**config.mk**
```make
export PLATFORM = sky130hd
export DESIGN_NAME = qtig_table
export DESIGN_NICKNAME = d
export VERILOG_FILES = /design/src/hw/qtig_table.v /design/src/hw/qtig_sync.v
export VERILOG_INCLUDE_DIRS = /design/src /design/src/hw
export SDC_FILE = /design/constraint.sdc
export NUM_CORES = 1
export LEC_CHECK = 0
export ABC_AREA = 0
export BUFFER_PORTS_ARGS = -buffer_cell sky130_fd_sc_hd__buf_4
export CAP_MARGIN = 20
export CORE_ASPECT_RATIO = 2
export CORE_UTILIZATION = 46
export CTS_CLUSTER_SIZE = 14
export DETAILED_ROUTE_END_ITERATION = 16
export GPL_ROUTABILITY_DRIVEN = 1
export GPL_TIMING_DRIVEN = 0
export PLACE_DENSITY = 0.79
export SKIP_CTS_REPAIR_TIMING = 1
export SYNTH_ARGS = -nofsm -noshare
export SYNTH_HDL_FRONTEND = slang
export SYNTH_SLANG_ARGS = --single-unit
export TNS_END_PERCENT = 5
```
**constraint.sdc**
```tcl
create_clock -name i_clk_sys -period 1.3 [get_ports i_clk_sys]
set_input_delay 0.13 -clock i_clk_sys [delete_from_list [all_inputs] [get_ports i_clk_sys]]
set_output_delay 0.13 -clock i_clk_sys [all_outputs]
set_load 0.01 [all_outputs]
```
**src/hw/qtig_defines.vh**
```
`ifndef QTIG_DEFINES_VH
`define QTIG_DEFINES_VH

// word offsets of the interface and geometry entries
`define QTIG_OFS_FIRST        8'h1b
`define QTIG_OFS_LAST         8'h38
`define QTIG_OFS_LS_MIN       8'h1b
`define QTIG_OFS_LS_MAX       8'h1c
`define QTIG_OFS_PS_MIN       8'h1d
`define QTIG_OFS_PS_MAX       8'h1e
`define QTIG_OFS_WP_TYP       8'h1f
`define QTIG_OFS_BW_TYP       8'h20
`define QTIG_OFS_BE_TYP       8'h21
`define QTIG_OFS_CE_TYP       8'h22
`define QTIG_OFS_WP_MAX       8'h23
`define QTIG_OFS_BW_MAX       8'h24
`define QTIG_OFS_BE_MAX       8'h25
`define QTIG_OFS_CE_MAX       8'h26
`define QTIG_OFS_SIZE         8'h27
`define QTIG_OFS_IFC_LO       8'h28
`define QTIG_OFS_IFC_HI       8'h29
`define QTIG_OFS_WBUF_LO      8'h2a
`define QTIG_OFS_WBUF_HI      8'h2b
`define QTIG_OFS_RGN_CNT      8'h2c
`define QTIG_OFS_RGN1         8'h2d
`define QTIG_OFS_RGN2         8'h31
`define QTIG_OFS_RGN_RSVD     8'h35

// fixed entry values
`define QTIG_VAL_LS_MIN       8'h23
`define QTIG_VAL_LS_MAX       8'h36
`define QTIG_VAL_PS_MIN       8'h85
`define QTIG_VAL_PS_MAX       8'h95
`define QTIG_VAL_WP_TYP       8'h09
`define QTIG_VAL_BW_TYP       8'h0a
`define QTIG_VAL_BE_TYP       8'h0a
`define QTIG_VAL_CE_TYP       8'h00
`define QTIG_VAL_WP_MAX       8'h01
`define QTIG_VAL_BW_MAX       8'h02
`define QTIG_VAL_BE_MAX       8'h02
`define QTIG_VAL_CE_MAX       8'h00
`define QTIG_VAL_IFC_LO       8'h01
`define QTIG_VAL_IFC_HI       8'h00
`define QTIG_VAL_WBUF_LO      8'h0a
`define QTIG_VAL_WBUF_HI      8'h00
`define QTIG_VAL_RSVD         8'h00
`define QTIG_VAL_UPPER        8'h00
`define QTIG_VAL_SIZE_SMALL   8'h1a
`define QTIG_VAL_SIZE_LARGE   8'h1b
`define QTIG_VAL_RGN_CNT_PAR  8'h02
`define QTIG_VAL_RGN_CNT_SYM  8'h01

// variant codes
`define QTIG_DEN_512M         2'h0
`define QTIG_DEN_1G           2'h1
`define QTIG_DEN_2G           2'h2
`define QTIG_LAY_TOP          2'h0
`define QTIG_LAY_BOTTOM       2'h1
`define QTIG_LAY_SYM          2'h2

// region descriptors, offset 2d in bits 7:0 up to offset 34 in bits 63:56
`define QTIG_RGN_512M_TOP     64'h0080_0003_0200_01fe
`define QTIG_RGN_512M_BOTTOM  64'h0200_01fe_0080_0003
`define QTIG_RGN_512M_SYM     64'h0000_0000_0200_01ff
`define QTIG_RGN_1G_TOP       64'h0080_0003_0200_03fe
`define QTIG_RGN_1G_BOTTOM    64'h0200_03fe_0080_0003
`define QTIG_RGN_LARGE_SYM    64'h0000_0000_0200_03ff
`define QTIG_RGN_BYTES        4'h8
`define QTIG_RGN_LEN          8'h04

`endif

```
**src/hw/qtig_table.v**
```verilog
// Behaviour
// - each table byte is driven on the low eight data lines
// - upper eight data lines always carry zero for table entries
// - minimum logic supply entry returns 23, BCD volts and tenths
// - maximum logic supply entry returns 36, BCD volts and tenths
// - typical word program timeout exponent returns 09, microseconds
// - typical full buffer write timeout exponent returns 0a, microseconds
// - typical block erase timeout exponent returns 0a, milliseconds
// - typical and maximum chip erase entries return 00, not offered
// - maximum word program factor exponent returns 01
// - maximum buffer write factor exponent returns 02
// - maximum block erase factor exponent returns 02
// - device size exponent is 1a for smallest density, else 1b
// - interface capability returns 01 then 00, sixteen-bit only
// - write buffer size returns 0a then 00, 1024 bytes
// - region count is 02 for parameter layouts, 01 for symmetric
// - first region descriptor: count minus one low, size/256 high
// - second region descriptor at 31 uses the same layout
// - four reserved bytes from 35 return the filler value
`timescale 1ns/1ns
`include "qtig_defines.vh"

module qtig_table #(
   parameter [1:0] DENSITY = `QTIG_DEN_512M,
   parameter [1:0] LAYOUT  = `QTIG_LAY_TOP,
   parameter       ADDR_W  = 8
) (
   // clock and reset
   input  wire              i_clk_sys,
   input  wire              i_rst,
   // query mode from the surrounding command logic
   input  wire              i_query_mode,
   // host bus pins
   input  wire [ADDR_W-1:0] i_addr,
   input  wire              i_ce_n,
   input  wire              i_oe_n,
   // data pins
   output wire [15:0]       o_dq,
   output wire              o_dq_oe_n,
   // status
   output wire              o_hit,
   output wire              o_cfg_err
);

   // synchronised host pins
   wire [ADDR_W-1:0] addr_s;
   wire              ce_n_s;
   wire              oe_n_s;

   // output stage
   reg  [7:0]        data_lo_q;
   reg  [7:0]        data_lo_d;
   reg  [7:0]        data_hi_q;
   reg               drive_q;
   reg               drive_d;
   reg               hit_q;
   reg               hit_d;

   // variant resolution
   wire [1:0]        den_eff;
   wire [1:0]        lay_eff;
   wire [63:0]       rgn_bytes;
   wire [7:0]        size_byte;
   wire [7:0]        rgn_cnt_byte;
   wire              read_req;
   wire              in_window;

   qtig_sync #(
      .WIDTH (ADDR_W + 2)
   ) u_sync (
      .i_clk_sys (i_clk_sys),
      .i_rst     (i_rst),
      .i_async   ({i_addr, i_ce_n, i_oe_n}),
      .o_sync    ({addr_s, ce_n_s, oe_n_s})
   );

   // true when the word address falls inside 1b..38
   function in_range;
      input [ADDR_W-1:0] a;
      reg   [ADDR_W-1:0] lo;
      reg   [ADDR_W-1:0] hi;
      begin
         lo = `QTIG_OFS_FIRST;
         hi = `QTIG_OFS_LAST;
         in_range = (a >= lo) && (a <= hi);
      end
   endfunction

   // true when the address sits inside a four byte descriptor
   function in_block;
      input [ADDR_W-1:0] a;
      input [7:0]        base;
      reg   [ADDR_W-1:0] b;
      begin
         b = base;
         in_block = (a >= b) && (a < b + `QTIG_RGN_LEN);
      end
   endfunction

   // region descriptor table for a density and layout
   function [63:0] rgn_table;
      input [1:0] den;
      input [1:0] lay;
      begin
         rgn_table = `QTIG_RGN_LARGE_SYM;
         case (den)
            `QTIG_DEN_512M: begin
               case (lay)
                  `QTIG_LAY_TOP:    rgn_table = `QTIG_RGN_512M_TOP;
                  `QTIG_LAY_BOTTOM: rgn_table = `QTIG_RGN_512M_BOTTOM;
                  default:          rgn_table = `QTIG_RGN_512M_SYM;
               endcase
            end
            `QTIG_DEN_1G: begin
               case (lay)
                  `QTIG_LAY_TOP:    rgn_table = `QTIG_RGN_1G_TOP;
                  `QTIG_LAY_BOTTOM: rgn_table = `QTIG_RGN_1G_BOTTOM;
                  default:          rgn_table = `QTIG_RGN_LARGE_SYM;
               endcase
            end
            default: rgn_table = `QTIG_RGN_LARGE_SYM;
         endcase
      end
   endfunction

   // pick one byte of the eight region descriptor bytes
   function [7:0] rgn_pick;
      input [63:0]       tbl;
      input [ADDR_W-1:0] a;
      reg   [ADDR_W-1:0] rel;
      reg   [2:0]        idx;
      begin
         rel = a - `QTIG_OFS_RGN1;
         idx = rel[2:0];
         rgn_pick = tbl[{idx, 3'h0} +: 8];
      end
   endfunction

   // the larger density ships only as a symmetric part
   assign o_cfg_err = (DENSITY == `QTIG_DEN_2G) && (LAYOUT != `QTIG_LAY_SYM) ||
                      (DENSITY > `QTIG_DEN_2G) || (LAYOUT > `QTIG_LAY_SYM);

   assign den_eff = (DENSITY > `QTIG_DEN_2G) ? `QTIG_DEN_2G : DENSITY;
   assign lay_eff = (o_cfg_err) ? `QTIG_LAY_SYM : LAYOUT;

   assign size_byte = (den_eff == `QTIG_DEN_512M) ? `QTIG_VAL_SIZE_SMALL :
                      `QTIG_VAL_SIZE_LARGE;

   assign rgn_cnt_byte = (lay_eff == `QTIG_LAY_SYM) ? `QTIG_VAL_RGN_CNT_SYM :
                         `QTIG_VAL_RGN_CNT_PAR;

   assign rgn_bytes = rgn_table(den_eff, lay_eff);

   assign read_req  = i_query_mode && !ce_n_s && !oe_n_s;
   assign in_window = in_range(addr_s);

   // table lookup
   always @* begin
      data_lo_d = `QTIG_VAL_RSVD;
      hit_d     = in_window;
      drive_d   = read_req && in_window;
      case (addr_s)
         `QTIG_OFS_LS_MIN: begin
            data_lo_d = `QTIG_VAL_LS_MIN;
         end
         `QTIG_OFS_LS_MAX: begin
            data_lo_d = `QTIG_VAL_LS_MAX;
         end
         `QTIG_OFS_PS_MIN: begin
            data_lo_d = `QTIG_VAL_PS_MIN;
         end
         `QTIG_OFS_PS_MAX: begin
            data_lo_d = `QTIG_VAL_PS_MAX;
         end
         `QTIG_OFS_WP_TYP: begin
            data_lo_d = `QTIG_VAL_WP_TYP;
         end
         `QTIG_OFS_BW_TYP: begin
            data_lo_d = `QTIG_VAL_BW_TYP;
         end
         `QTIG_OFS_BE_TYP: begin
            data_lo_d = `QTIG_VAL_BE_TYP;
         end
         `QTIG_OFS_CE_TYP: begin
            data_lo_d = `QTIG_VAL_CE_TYP;
         end
         `QTIG_OFS_CE_MAX: begin
            data_lo_d = `QTIG_VAL_CE_MAX;
         end
         `QTIG_OFS_WP_MAX: begin
            data_lo_d = `QTIG_VAL_WP_MAX;
         end
         `QTIG_OFS_BW_MAX: begin
            data_lo_d = `QTIG_VAL_BW_MAX;
         end
         `QTIG_OFS_BE_MAX: begin
            data_lo_d = `QTIG_VAL_BE_MAX;
         end
         `QTIG_OFS_SIZE: begin
            data_lo_d = size_byte;
         end
         `QTIG_OFS_IFC_LO: begin
            data_lo_d = `QTIG_VAL_IFC_LO;
         end
         `QTIG_OFS_IFC_HI: begin
            data_lo_d = `QTIG_VAL_IFC_HI;
         end
         `QTIG_OFS_WBUF_LO: begin
            data_lo_d = `QTIG_VAL_WBUF_LO;
         end
         `QTIG_OFS_WBUF_HI: begin
            data_lo_d = `QTIG_VAL_WBUF_HI;
         end
         `QTIG_OFS_RGN_CNT: begin
            data_lo_d = rgn_cnt_byte;
         end
         default: begin
            if (in_block(addr_s, `QTIG_OFS_RGN1)) begin
               data_lo_d = rgn_pick(rgn_bytes, addr_s);
            end else if (in_block(addr_s, `QTIG_OFS_RGN2)) begin
               data_lo_d = rgn_pick(rgn_bytes, addr_s);
            end else if (in_block(addr_s, `QTIG_OFS_RGN_RSVD)) begin
               data_lo_d = `QTIG_VAL_RSVD;
            end else begin
               data_lo_d = `QTIG_VAL_RSVD;
            end
         end
      endcase
   end

   // registered data and enable
   always @(posedge i_clk_sys or posedge i_rst) begin
      if (i_rst) begin
         data_lo_q <= 8'h00;
         data_hi_q <= 8'h00;
         drive_q   <= 1'b0;
         hit_q     <= 1'b0;
      end else begin
         data_lo_q <= data_lo_d;
         data_hi_q <= `QTIG_VAL_UPPER;
         drive_q   <= drive_d;
         hit_q     <= hit_d;
      end
   end

   assign o_dq      = {data_hi_q, data_lo_q};
   assign o_dq_oe_n = !drive_q;
   assign o_hit     = hit_q;

endmodule // qtig_table

```
**src/hw/qtig_sync.v**
```verilog
`timescale 1ns/1ns

module qtig_sync #(
   parameter WIDTH = 1
) (
   // clock and reset
   input  wire             i_clk_sys,
   input  wire             i_rst,
   // asynchronous side
   input  wire [WIDTH-1:0] i_async,
   // synchronised side
   output wire [WIDTH-1:0] o_sync
);

   genvar g;

   generate
      for (g = 0; g < WIDTH; g = g + 1) begin : g_bit
         reg meta_q;
         reg sync_q;
         always @(posedge i_clk_sys or posedge i_rst) begin
            if (i_rst) begin
               meta_q <= 1'b0;
               sync_q <= 1'b0;
            end else begin
               meta_q <= i_async[g];
               sync_q <= meta_q;
            end
         end
         assign o_sync[g] = sync_q;
      end
   endgenerate

endmodule // qtig_sync

```
==> results of run 1 <==
==> path summary, 6_finish.rpt <==
kind	startpoint	to	slack, ns
setup / recovery	u_sync.g_bit[9].sync_q	data_lo_q[1]	-0.12
hold / removal	i_query_mode	drive_q	0.11
setup reg to reg	u_sync.g_bit[9].sync_q	data_lo_q[1]	-0.12
hold reg to reg	u_sync.g_bit[4].meta_q	u_sync.g_bit[4].sync_q	0.35
max in group asynchronous	i_rst	u_sync.g_bit[9].sync_q	0.35
min in group asynchronous	i_rst	data_lo_q[2]	0.46
==> cell families (layout without fill, tap and decap cells) <==
logic type | after synthesis | in the layout | share of synthesized area
flops | 30 | 30 | 0.593
other cells | 1 | 9 | 0.00296
buf+inv | 18 | 65 | 0.0979
simple gates | 36 | 36 | 0.183
xor+xnor | 1 | 1 | 0.00693
compound gates | 17 | 17 | 0.0989
mux | 2 | 2 | 0.0168
==> through the flow <==
stage               total power (W)  utilization  std cells
floorplan                   0.00113            -        113
finish                      0.00215        0.701        188
CTS                         0.00211        0.625        171
detailed placement          0.00119        0.582        163
global route                0.00224        0.701        188
global placement            0.00119        0.582        163
==> flip-flops by register name, summed over array words and instances, names as in the netlist <==
register	count
drive_q	1
u_sync.g_bit.sync_q	10
u_sync.g_bit.meta_q	10
o_hit	1
data_lo_q	8
==> routing by layer <==
metal / global-route usage / wire [um]
met2: 0.318 / 1670
met3: 0.0612 / 112
met4: 0.134 / 92
met5: 0 / 0
met1: 0.160 / 828
==> power by group <==
part	internal, W	switching, W	leakage (nW)	total [W]
Clock	0.000571	0.000345	0.0514	0.000915
Sequential	0.000973	0.0000274	0.367	0.00100
Combinational	0.000126	0.000108	0.450	0.000233
==> cell type report <==
cell class	instances	area share
Sequential cell	30	0.420
Multi-Input combinational cell	65	0.237
Timing Repair Buffer	39	0.189
Buffer	15	0.0667
Clock buffer	6	0.0403
Clock inverter	2	0.0208
Tap cell	28	0.0194
Inverter	3	0.00625
==> cells in the final DEF (no fill, tap or decap), types with 4 or more instances in the layout <==
| cell | instances |
|---|---|
| nand2_1 | 6 |
| a21oi_1 | 4 |
| conb_1 | 9 |
| nor3_1 | 4 |
| nor2_1 | 5 |
| dlygate4sd3_1 | 11 |
| dfrtp_1 | 25 |
| dfrtp_2 | 5 |
| clkbuf_8 | 5 |
| buf_4 | 38 |
| nand3_1 | 5 |
==> critical path, cell delays in order (launching register included) <==
cell and delay, ns:
dfrtp_2 0.45, nor4b_4 0.30, buf_4 0.19, or3b_1 0.34, nand3_1 0.07
==> run metrics, run 1 <==
status finished, violations left; failing checks setup timing; Startpoint Class flip-flop; minimum clock period 1.42 ns; final non-filler cell area 1800 um^2; synth cell count leaders dfrtp_1 (30), buf_4 (12), nand2_1 (6), nand3_1 (6), nor2_1 (6); Die ar. 2980 um^2; Final Worst Setup Slack -0.124 ns; YS warnings 0; Max H-tree Level 2; WL/cell 14.4 um; sequential-to-total area share from yosys stat 0.593; Vias/cell 5.05; Final TNS setup -0.391 ns; first-pass GRT wire length 3.84 mm; Ports 32; Slew HR 0.614; CORE AREA 2570 um^2; # diodes 0; drt pass-1 iters 4; Port-buffer cells 22; crit share post-route 1.10; Leak 0.868 nW; ANT nets after route 0; die height 76.2 um; Avg Cell Area, Syn 12.0 um^2; CTS tree done; 1st-iter DRT viols 17; Storage cell area 757 um^2; Filler Cell Count 178; worst r2r path cells 4; area leader, netlist dfrtp_1; Cell Area, Synth 1260 um^2; Hold Path Cell Cnt 2; VDD IR max 1.09 mV; Max Cap Violations 0; Worst-Skew Late Latency 0.29 ns; Post-Place Worst Slack -0.270 ns; Hold Fails Final Rpt 0; Final GP Congestion 0.828; DR DRC count 0; drt total wl 2.70 mm; Total Nets Final 172; Final Slew Violations 0; final setup fails 6; Post-synth EDFFs 0; RSZ-0062 raised after global routing yes; hold_ws 0.108 ns; largest net degree at the start of global routing 31; Initial Util 0.492; Post-Synthesis Cells 105; Async SR Flop Fraction 1.00; CP max FO 7; Root Driver clkbuf_8; Row Count 26; Required @ worst endpoint 1.52 ns; post-detail-place hpwl 1.66 mm; CTS Buffer Depth 2; flops & latches, synth 30; layout overhead on the synthesized area 42.4%; Inserted Clock Buffers 5; share of cells above drive strength 1 0.375; fmax 0.702 GHz; Pwr per Cell Area 1190 nW/um^2; die extent in x 39.1 um; top-count cell post-synth dfrtp_1; top cells by area, synth dfrtp_1 (59%), buf_4 (7.1%), nor4b_4 (3.8%); Synth cell types 36; GRT Resource Usage Total 0.186; via count 949; Yosys top cell area share 0.593; Hold Crit Class input port to flip-flop; CP Capture Type flip-flop; Worst Setup Path Type flip-flop to flip-flop; worst-margin pin slew 0.578 ns; Final Skew 0.00635 ns; CP arrival 1.65 ns; top_reg_cell synth dfrtp_1; Placed Area 1500 um^2; area of the multi-input gates 428 um^2; clock slew at reported path FFs 0.07 ns; grt ovf 0; number of global-route vias before repair 942; TritonCTS Sinks 30; initial antenna violation count 0
(Power assumes the default switching activity.)
==> inputs of run 2 (changes only) <==
--- a/config.mk
+++ b/config.mk
@@ -9,15 +9,15 @@
 export ABC_AREA = 0
 export BUFFER_PORTS_ARGS = -buffer_cell sky130_fd_sc_hd__buf_4
 export CAP_MARGIN = 20
-export CORE_ASPECT_RATIO = 2
-export CORE_UTILIZATION = 46
+export CORE_UTILIZATION = 55
 export CTS_CLUSTER_SIZE = 14
 export DETAILED_ROUTE_END_ITERATION = 16
 export GPL_ROUTABILITY_DRIVEN = 1
 export GPL_TIMING_DRIVEN = 0
-export PLACE_DENSITY = 0.79
+export PLACE_DENSITY = 0.88
 export SKIP_CTS_REPAIR_TIMING = 1
 export SYNTH_ARGS = -nofsm -noshare
 export SYNTH_HDL_FRONTEND = slang
+export SYNTH_HIERARCHICAL = 1
 export SYNTH_SLANG_ARGS = --single-unit
 export TNS_END_PERCENT = 5
==> constraint.sdc (replaced) <==
create_clock -name i_clk_sys -period 1.73 [get_ports i_clk_sys]
set_input_delay 0.173 -clock i_clk_sys [delete_from_list [all_inputs] [get_ports i_clk_sys]]
set_output_delay 0.173 -clock i_clk_sys [all_outputs]
set_load 0.01 [all_outputs]
==> run 2 against run 1 <==
  * The run now ends clean
  * Synthesized cell count is 4.8% higher
  * Clock skew grew 0.014 ns
  * Worst setup slack better by 0.15 ns
  * Final area down 4.8%
  * Synthesized area is 3.0% higher
  * Critical path depth grew 1
  * Clock-buffer cell count rose by 1
  * Sequential power decreased by 26%
  * Non-clock buffer count is 3 higher
  * Final cell count is 0.53% lower
  * Global-route usage is 1.1 points higher
  * Register-to-register slack improved by 0.15 ns
  * Critical path type unchanged
==> run metrics, run 2 <==
area leader, netlist dfrtp_1; 1st-iter DRT viols 5 (-12); Worst-Skew Late Latency 0.33 ns (+0.04 ns); hold_ws 0.0958 ns (-0.0124 ns); final setup fails 0 (-6); post-detail-place hpwl 1.52 mm (-8.3%); grt ovf 0 (unchanged); Leak 0.831 nW (-4.3%); top-count cell post-synth dfrtp_1; Startpoint Class flip-flop; Root Driver clkbuf_4; GRT Resource Usage Total 0.198 (+0.0114); Worst Hold Path EP drive_q; worst-margin pin slew 0.684 ns (+0.107 ns); drt pass-1 iters 3 (-1); die height 50.7 um (-33%); layout overhead on the synthesized area 31.7%; YS warnings 6 (+6); Final Power 0.00135 W (-37%); RSZ-0062 raised after global routing yes; share of cells above drive strength 1 0.371 (-0.00393); Hold Path Cell Cnt 2 (unchanged); Inserted Clock Buffers 5 (unchanged); commonest non-fill, non-tap cells in the layout buf_4 (41), dfrtp_1 (30), dlygate4sd3_1 (11), conb_1 (9), clkbuf_4 (5); Max H-tree Level 2 (unchanged); Final TNS setup 0 ns (+0.391 ns); reg2reg setup slack 0.03 ns (+0.15 ns); top cells by area, synth dfrtp_1 (58%), buf_4 (11%), nand2b_1 (1.9%); Slew HR 0.543 (-0.0712); DR DRC count 0 (unchanged); CTS Buffer Depth 2 (unchanged); Total Nets Final 171 (-0.58%); Hold Crit Class input port to flip-flop; Ports 32 (unchanged); Port-buffer cells 22 (unchanged); Worst Setup Path Type flip-flop to flip-flop; Synth cell types 39 (+8.3%); minimum clock period 1.70 ns (+0.279 ns); WL/cell 13.0 um (-9.6%); Die ar. 2570 um^2 (-14%); TritonCTS Sinks 30 (unchanged); Final Slew Violations 0 (unchanged); crit share post-route 0.984 (-0.111); # diodes 0 (unchanged); die extent in x 50.7 um (+30%); CP max FO 4 (-3); number of global-route vias before repair 829 (-12%); CP arrival 1.95 ns (+0.30 ns); CP Capture Type flip-flop; drt total wl 2.43 mm (-10%); worst r2r path cells 5 (+1); Post-synth EDFFs 0 (unchanged); Row Count 17 (-35%); Vias/cell 4.79 (-5.2%); Largest regs u_sync/g_bit.meta_q x10, u_sync/g_bit.sync_q x10, data_lo_q x8; reg2reg start u_sync/g_bit[9].sync_q; CORE AREA 2210 um^2 (-14%); synth cell count leaders dfrtp_1 (30), buf_4 (19); top_reg_cell synth dfrtp_1; Placed Area 1530 um^2 (+2.5%); commonest non-fill, non-tap cell in the layout buf_4; Initial Util 0.589 (+0.0966); sequential-to-total area share from yosys stat 0.576 (-0.0171); Async SR Flop Fraction 1.00 (unchanged); largest net degree at the start of global routing 21 (-32%); FF-to-FF End data_lo_q[5]; clock slew at reported path FFs 0.09 ns (+0.02 ns); Final Skew 0.0205 ns (+0.0142 ns); CTS tree done; final core occ 0.775 (+0.0744); Cell Area, Synth 1300 um^2 (+3.0%); Yosys top cell area share 0.576 (-0.0171); first-pass GRT wire length 3.56 mm (-7.2%); fmax 0.587 GHz (-16%); via count 895 (-5.7%); final non-filler cell area 1720 um^2 (-4.8%); status finished clean; ANT nets after route 0 (unchanged); VDD IR max 0.794 mV (-27%); Required @ worst endpoint 1.98 ns (+0.46 ns); Post-Synthesis Cells 110 (+4.8%); Avg Cell Area, Syn 11.8 um^2 (-1.7%); Final GP Congestion 0.855 (+3.3%); flops & latches, synth 30 (unchanged); Max Cap Violations 0 (unchanged); Pwr per Cell Area 784 nW/um^2 (-34%); Worst Hold Launch i_query_mode; initial antenna violation count 0 (unchanged); Hold Fails Final Rpt 0 (unchanged)
-- run 2: cell families after synthesis --
kind of cell / Yosys count / synth area share
flip-flops: 30 / 0.576
other: 1 / 0.00288
AO/OA/AOI/OAI: 16 / 0.0884
buffers and inverters: 28 / 0.136
AND/OR/NAND/NOR: 32 / 0.175
XOR/XNOR: 2 / 0.0135
multiplexers: 1 / 0.00769
-- run 2: how the worst max path moves through the flow --
stage                                      start      endpoint  cells after the start
after floorplan           u_sync/g_bit[9].sync_q  data_lo_q[7]                      5
after global placement    u_sync/g_bit[9].sync_q  data_lo_q[7]                      5
after detailed placement  u_sync/g_bit[9].sync_q  data_lo_q[1]                      5
after CTS                 u_sync/g_bit[9].sync_q  data_lo_q[1]                      5
after global routing      u_sync/g_bit[9].sync_q  data_lo_q[5]                      5
final                     u_sync/g_bit[9].sync_q  data_lo_q[5]                      5
-- run 2: worst max-delay path, cell delays in order (launching register included) --
cell	delay (ns)
dfrtp_1	0.37
buf_4	0.14
or3b_4	0.42
or3b_4	0.43
nor3b_2	0.16
o31a_1	0.13
-- run 2: power breakdown --
| part | switching, W | total [W] | leakage, nW | internal, W |
|---|---|---|---|---|
| clock | 0.000229 | 0.000426 | 0.0353 | 0.000197 |
| combinational | 0.0000877 | 0.000182 | 0.424 | 0.0000945 |
| sequential | 0.00000863 | 0.000737 | 0.372 | 0.000728 |
-- run 2: per-layer routing --
metal  track usage  wire length (um)  vias up
li1              -                 -      442
met1         0.206               929      418
met2         0.329              1300       28
met3        0.0970               133        7
met4        0.0972                61        0
met5             0                 0        -
-- run 2: final cells by class --
class / instances / area (um^2)
buffer: 24 / 164
clock buffer: 7 / 55.1
clock inverter: 1 / 5.00
fill: 146 / 497
inverter: 4 / 15.0
multi-input combinational: 60 / 415
sequential: 30 / 751
tap: 28 / 35.0
timing repair buffer: 33 / 275
-- run 2: stage by stage --
step | setup slack [ns] | instances
detailed placement | 0.0180 | 168
CTS | -0.00908 | 176
global placement | 0.0386 | 168
global route | -0.0242 | 187
floorplan | 0.0905 | 118
finish | 0.0271 | 187
==> inputs of run 3 (changes only) <==
--- a/config.mk
+++ b/config.mk
@@ -14,7 +14,7 @@
 export DETAILED_ROUTE_END_ITERATION = 16
 export GPL_ROUTABILITY_DRIVEN = 1
 export GPL_TIMING_DRIVEN = 0
-export PLACE_DENSITY = 0.88
+export PLACE_DENSITY = 0.83
 export SKIP_CTS_REPAIR_TIMING = 1
 export SYNTH_ARGS = -nofsm -noshare
 export SYNTH_HDL_FRONTEND = slang
==> run 3 against run 2 <==
  * Clock power is essentially flat
  * Combinational power is essentially flat
  * Non-clock buffer count is the same
  * Die area is the same
  * Power shrank 0.18%
  * Maximum frequency shrank 1.0%
  * Worst setup slack lost 0.018 ns
  * Hold slack lost 0.0092 ns
  * Final area shrank 0.51%
  * Final cell count is the same
  * Global-route usage shrank 0.079 points
  * First-iteration DRC count shrank 40%
  * Critical endpoint unchanged
  * Largest power group unchanged
==> run metrics, run 3 (synthesized netlist as in run 2, its figures left out) <==
status finished clean; minimum clock period 1.72 ns (+0.0176 ns); DR DRC count 0 (unchanged); Inserted Clock Buffers 5 (unchanged); hold_ws 0.0865 ns (-0.00923 ns); clock slew at reported path FFs 0.09 ns (about the same); layout overhead on the synthesized area 31.0%; Final Power 0.00134 W (-0.18%); reg2reg setup slack 0.009 ns (-0.02 ns); # diodes 0 (unchanged); grt ovf 0 (unchanged); Final Skew 0.00683 ns (-0.0137 ns); CP Capture Type flip-flop; Max H-tree Level 2 (unchanged); reg2reg start u_sync/g_bit[8].sync_q; initial antenna violation count 0 (unchanged); Root Driver clkbuf_4; TritonCTS Sinks 30 (unchanged); commonest non-fill, non-tap cells in the layout buf_4 (41), dfrtp_1 (30), dlygate4sd3_1 (11), conb_1 (9), clkbuf_4 (5); crit share post-route 0.995 (+0.0102); Final Slew Violations 0 (unchanged); commonest non-fill, non-tap cell in the layout buf_4; CORE AREA 2210 um^2 (unchanged); Slew HR 0.540 (-0.00325); share of cells above drive strength 1 0.365 (-0.00629); Die ar. 2570 um^2 (unchanged); post-detail-place hpwl 1.53 mm (+0.47%); die extent in x 50.7 um (unchanged); drt pass-1 iters 4 (+1); Ports 32 (unchanged); via count 910 (+1.7%); final setup fails 0 (unchanged); 1st-iter DRT viols 3 (-2); Row Count 17 (unchanged); Pwr per Cell Area 787 nW/um^2 (+0.33%); Initial Util 0.589 (unchanged); Leak 0.832 nW (about the same); CP arrival 1.98 ns (+0.03 ns); CP max FO 4 (unchanged); Hold Fails Final Rpt 0 (unchanged); worst r2r path cells 5 (unchanged); Worst-Skew Late Latency 0.32 ns (about the same); WL/cell 13.1 um (+0.82%); Worst Hold Launch i_query_mode; RSZ-0062 raised after global routing yes; Final GP Congestion 0.858 (+0.33%); CTS Buffer Depth 2 (unchanged); Total Nets Final 171 (unchanged); largest net degree at the start of global routing 21 (unchanged); first-pass GRT wire length 3.45 mm (-3.1%); VDD IR max 0.672 mV (-15%); worst-margin pin slew 0.689 ns (+0.00486 ns); fmax 0.581 GHz (-1.0%); Required @ worst endpoint 1.99 ns (about the same); Hold Path Cell Cnt 2 (unchanged); Final TNS setup 0 ns (unchanged); Vias/cell 4.87 (+1.7%); Port-buffer cells 22 (unchanged); Largest regs u_sync/g_bit.meta_q x10, u_sync/g_bit.sync_q x10, data_lo_q x8; Worst Setup Path Type flip-flop to flip-flop; Hold Crit Class input port to flip-flop; ANT nets after route 0 (unchanged); die height 50.7 um (unchanged); Worst Hold Path EP drive_q; CTS tree done; drt total wl 2.45 mm (+0.82%); Startpoint Class flip-flop; FF-to-FF End data_lo_q[5]; number of global-route vias before repair 866 (+4.5%); GRT Resource Usage Total 0.197 (-0.000789); Max Cap Violations 0 (unchanged)
[run 3: how the worst max path moves through the flow]
stage,start,to,slack (ns)
4_1_cts,u_sync/g_bit[9].sync_q,data_lo_q[5],0.003
3_5_place_dp,u_sync/g_bit[9].sync_q,data_lo_q[5],0.02
5_1_grt,u_sync/g_bit[8].sync_q,data_lo_q[5],-0.07
3_3_place_gp,u_sync/g_bit[9].sync_q,data_lo_q[7],0.04
6_report,u_sync/g_bit[8].sync_q,data_lo_q[5],0.009
2_1_floorplan,u_sync/g_bit[9].sync_q,data_lo_q[7],0.09
[run 3: layer usage]
metal	global-route usage	vias up	share of wire
li1	-	444	-
met1	0.190	424	0.38
met2	0.356	35	0.54
met3	0.0727	7	0.057
met4	0.111	0	0.023
met5	0	-	0
[run 3: critical path: stages, from the launching register on]
cell and delay [ns]:
dfrtp_1 0.37, buf_4 0.14, or3b_4 0.42, or3b_4 0.42, nor3b_2 0.17, o31a_1 0.14
[run 3: stage by stage]
| stage | util | worst slack (ns) | instances | cell area, um^2 |
|---|---|---|---|---|
| after floorplan | - | 0.0905 | 118 | 1330 |
| after CTS | 0.720 | 0.00304 | 176 | 1590 |
| after detailed placement | 0.693 | 0.0180 | 168 | 1530 |
| final | 0.771 | 0.00949 | 187 | 1710 |
| after global routing | 0.771 | -0.0693 | 187 | 1710 |
| after global placement | 0.693 | 0.0382 | 168 | 1530 |
[run 3: power breakdown]
part / switching (W) / total [W] / internal (W)
Combinational: 0.0000873 / 0.000182 / 0.0000945
Clock: 0.000227 / 0.000424 / 0.000197
Sequential: 0.00000908 / 0.000737 / 0.000728
[run 3: final cells by class]
class                   instances  area, um^2
inverters                       4        15.0
multi-input cells              60         407
clock buffers                   7        55.1
clock inverters                 1        5.00
fillers                       152         505
repair buffers                 33         275
flip-flops and latches         30         751
plain buffers                  24         164
well taps                      28        35.0
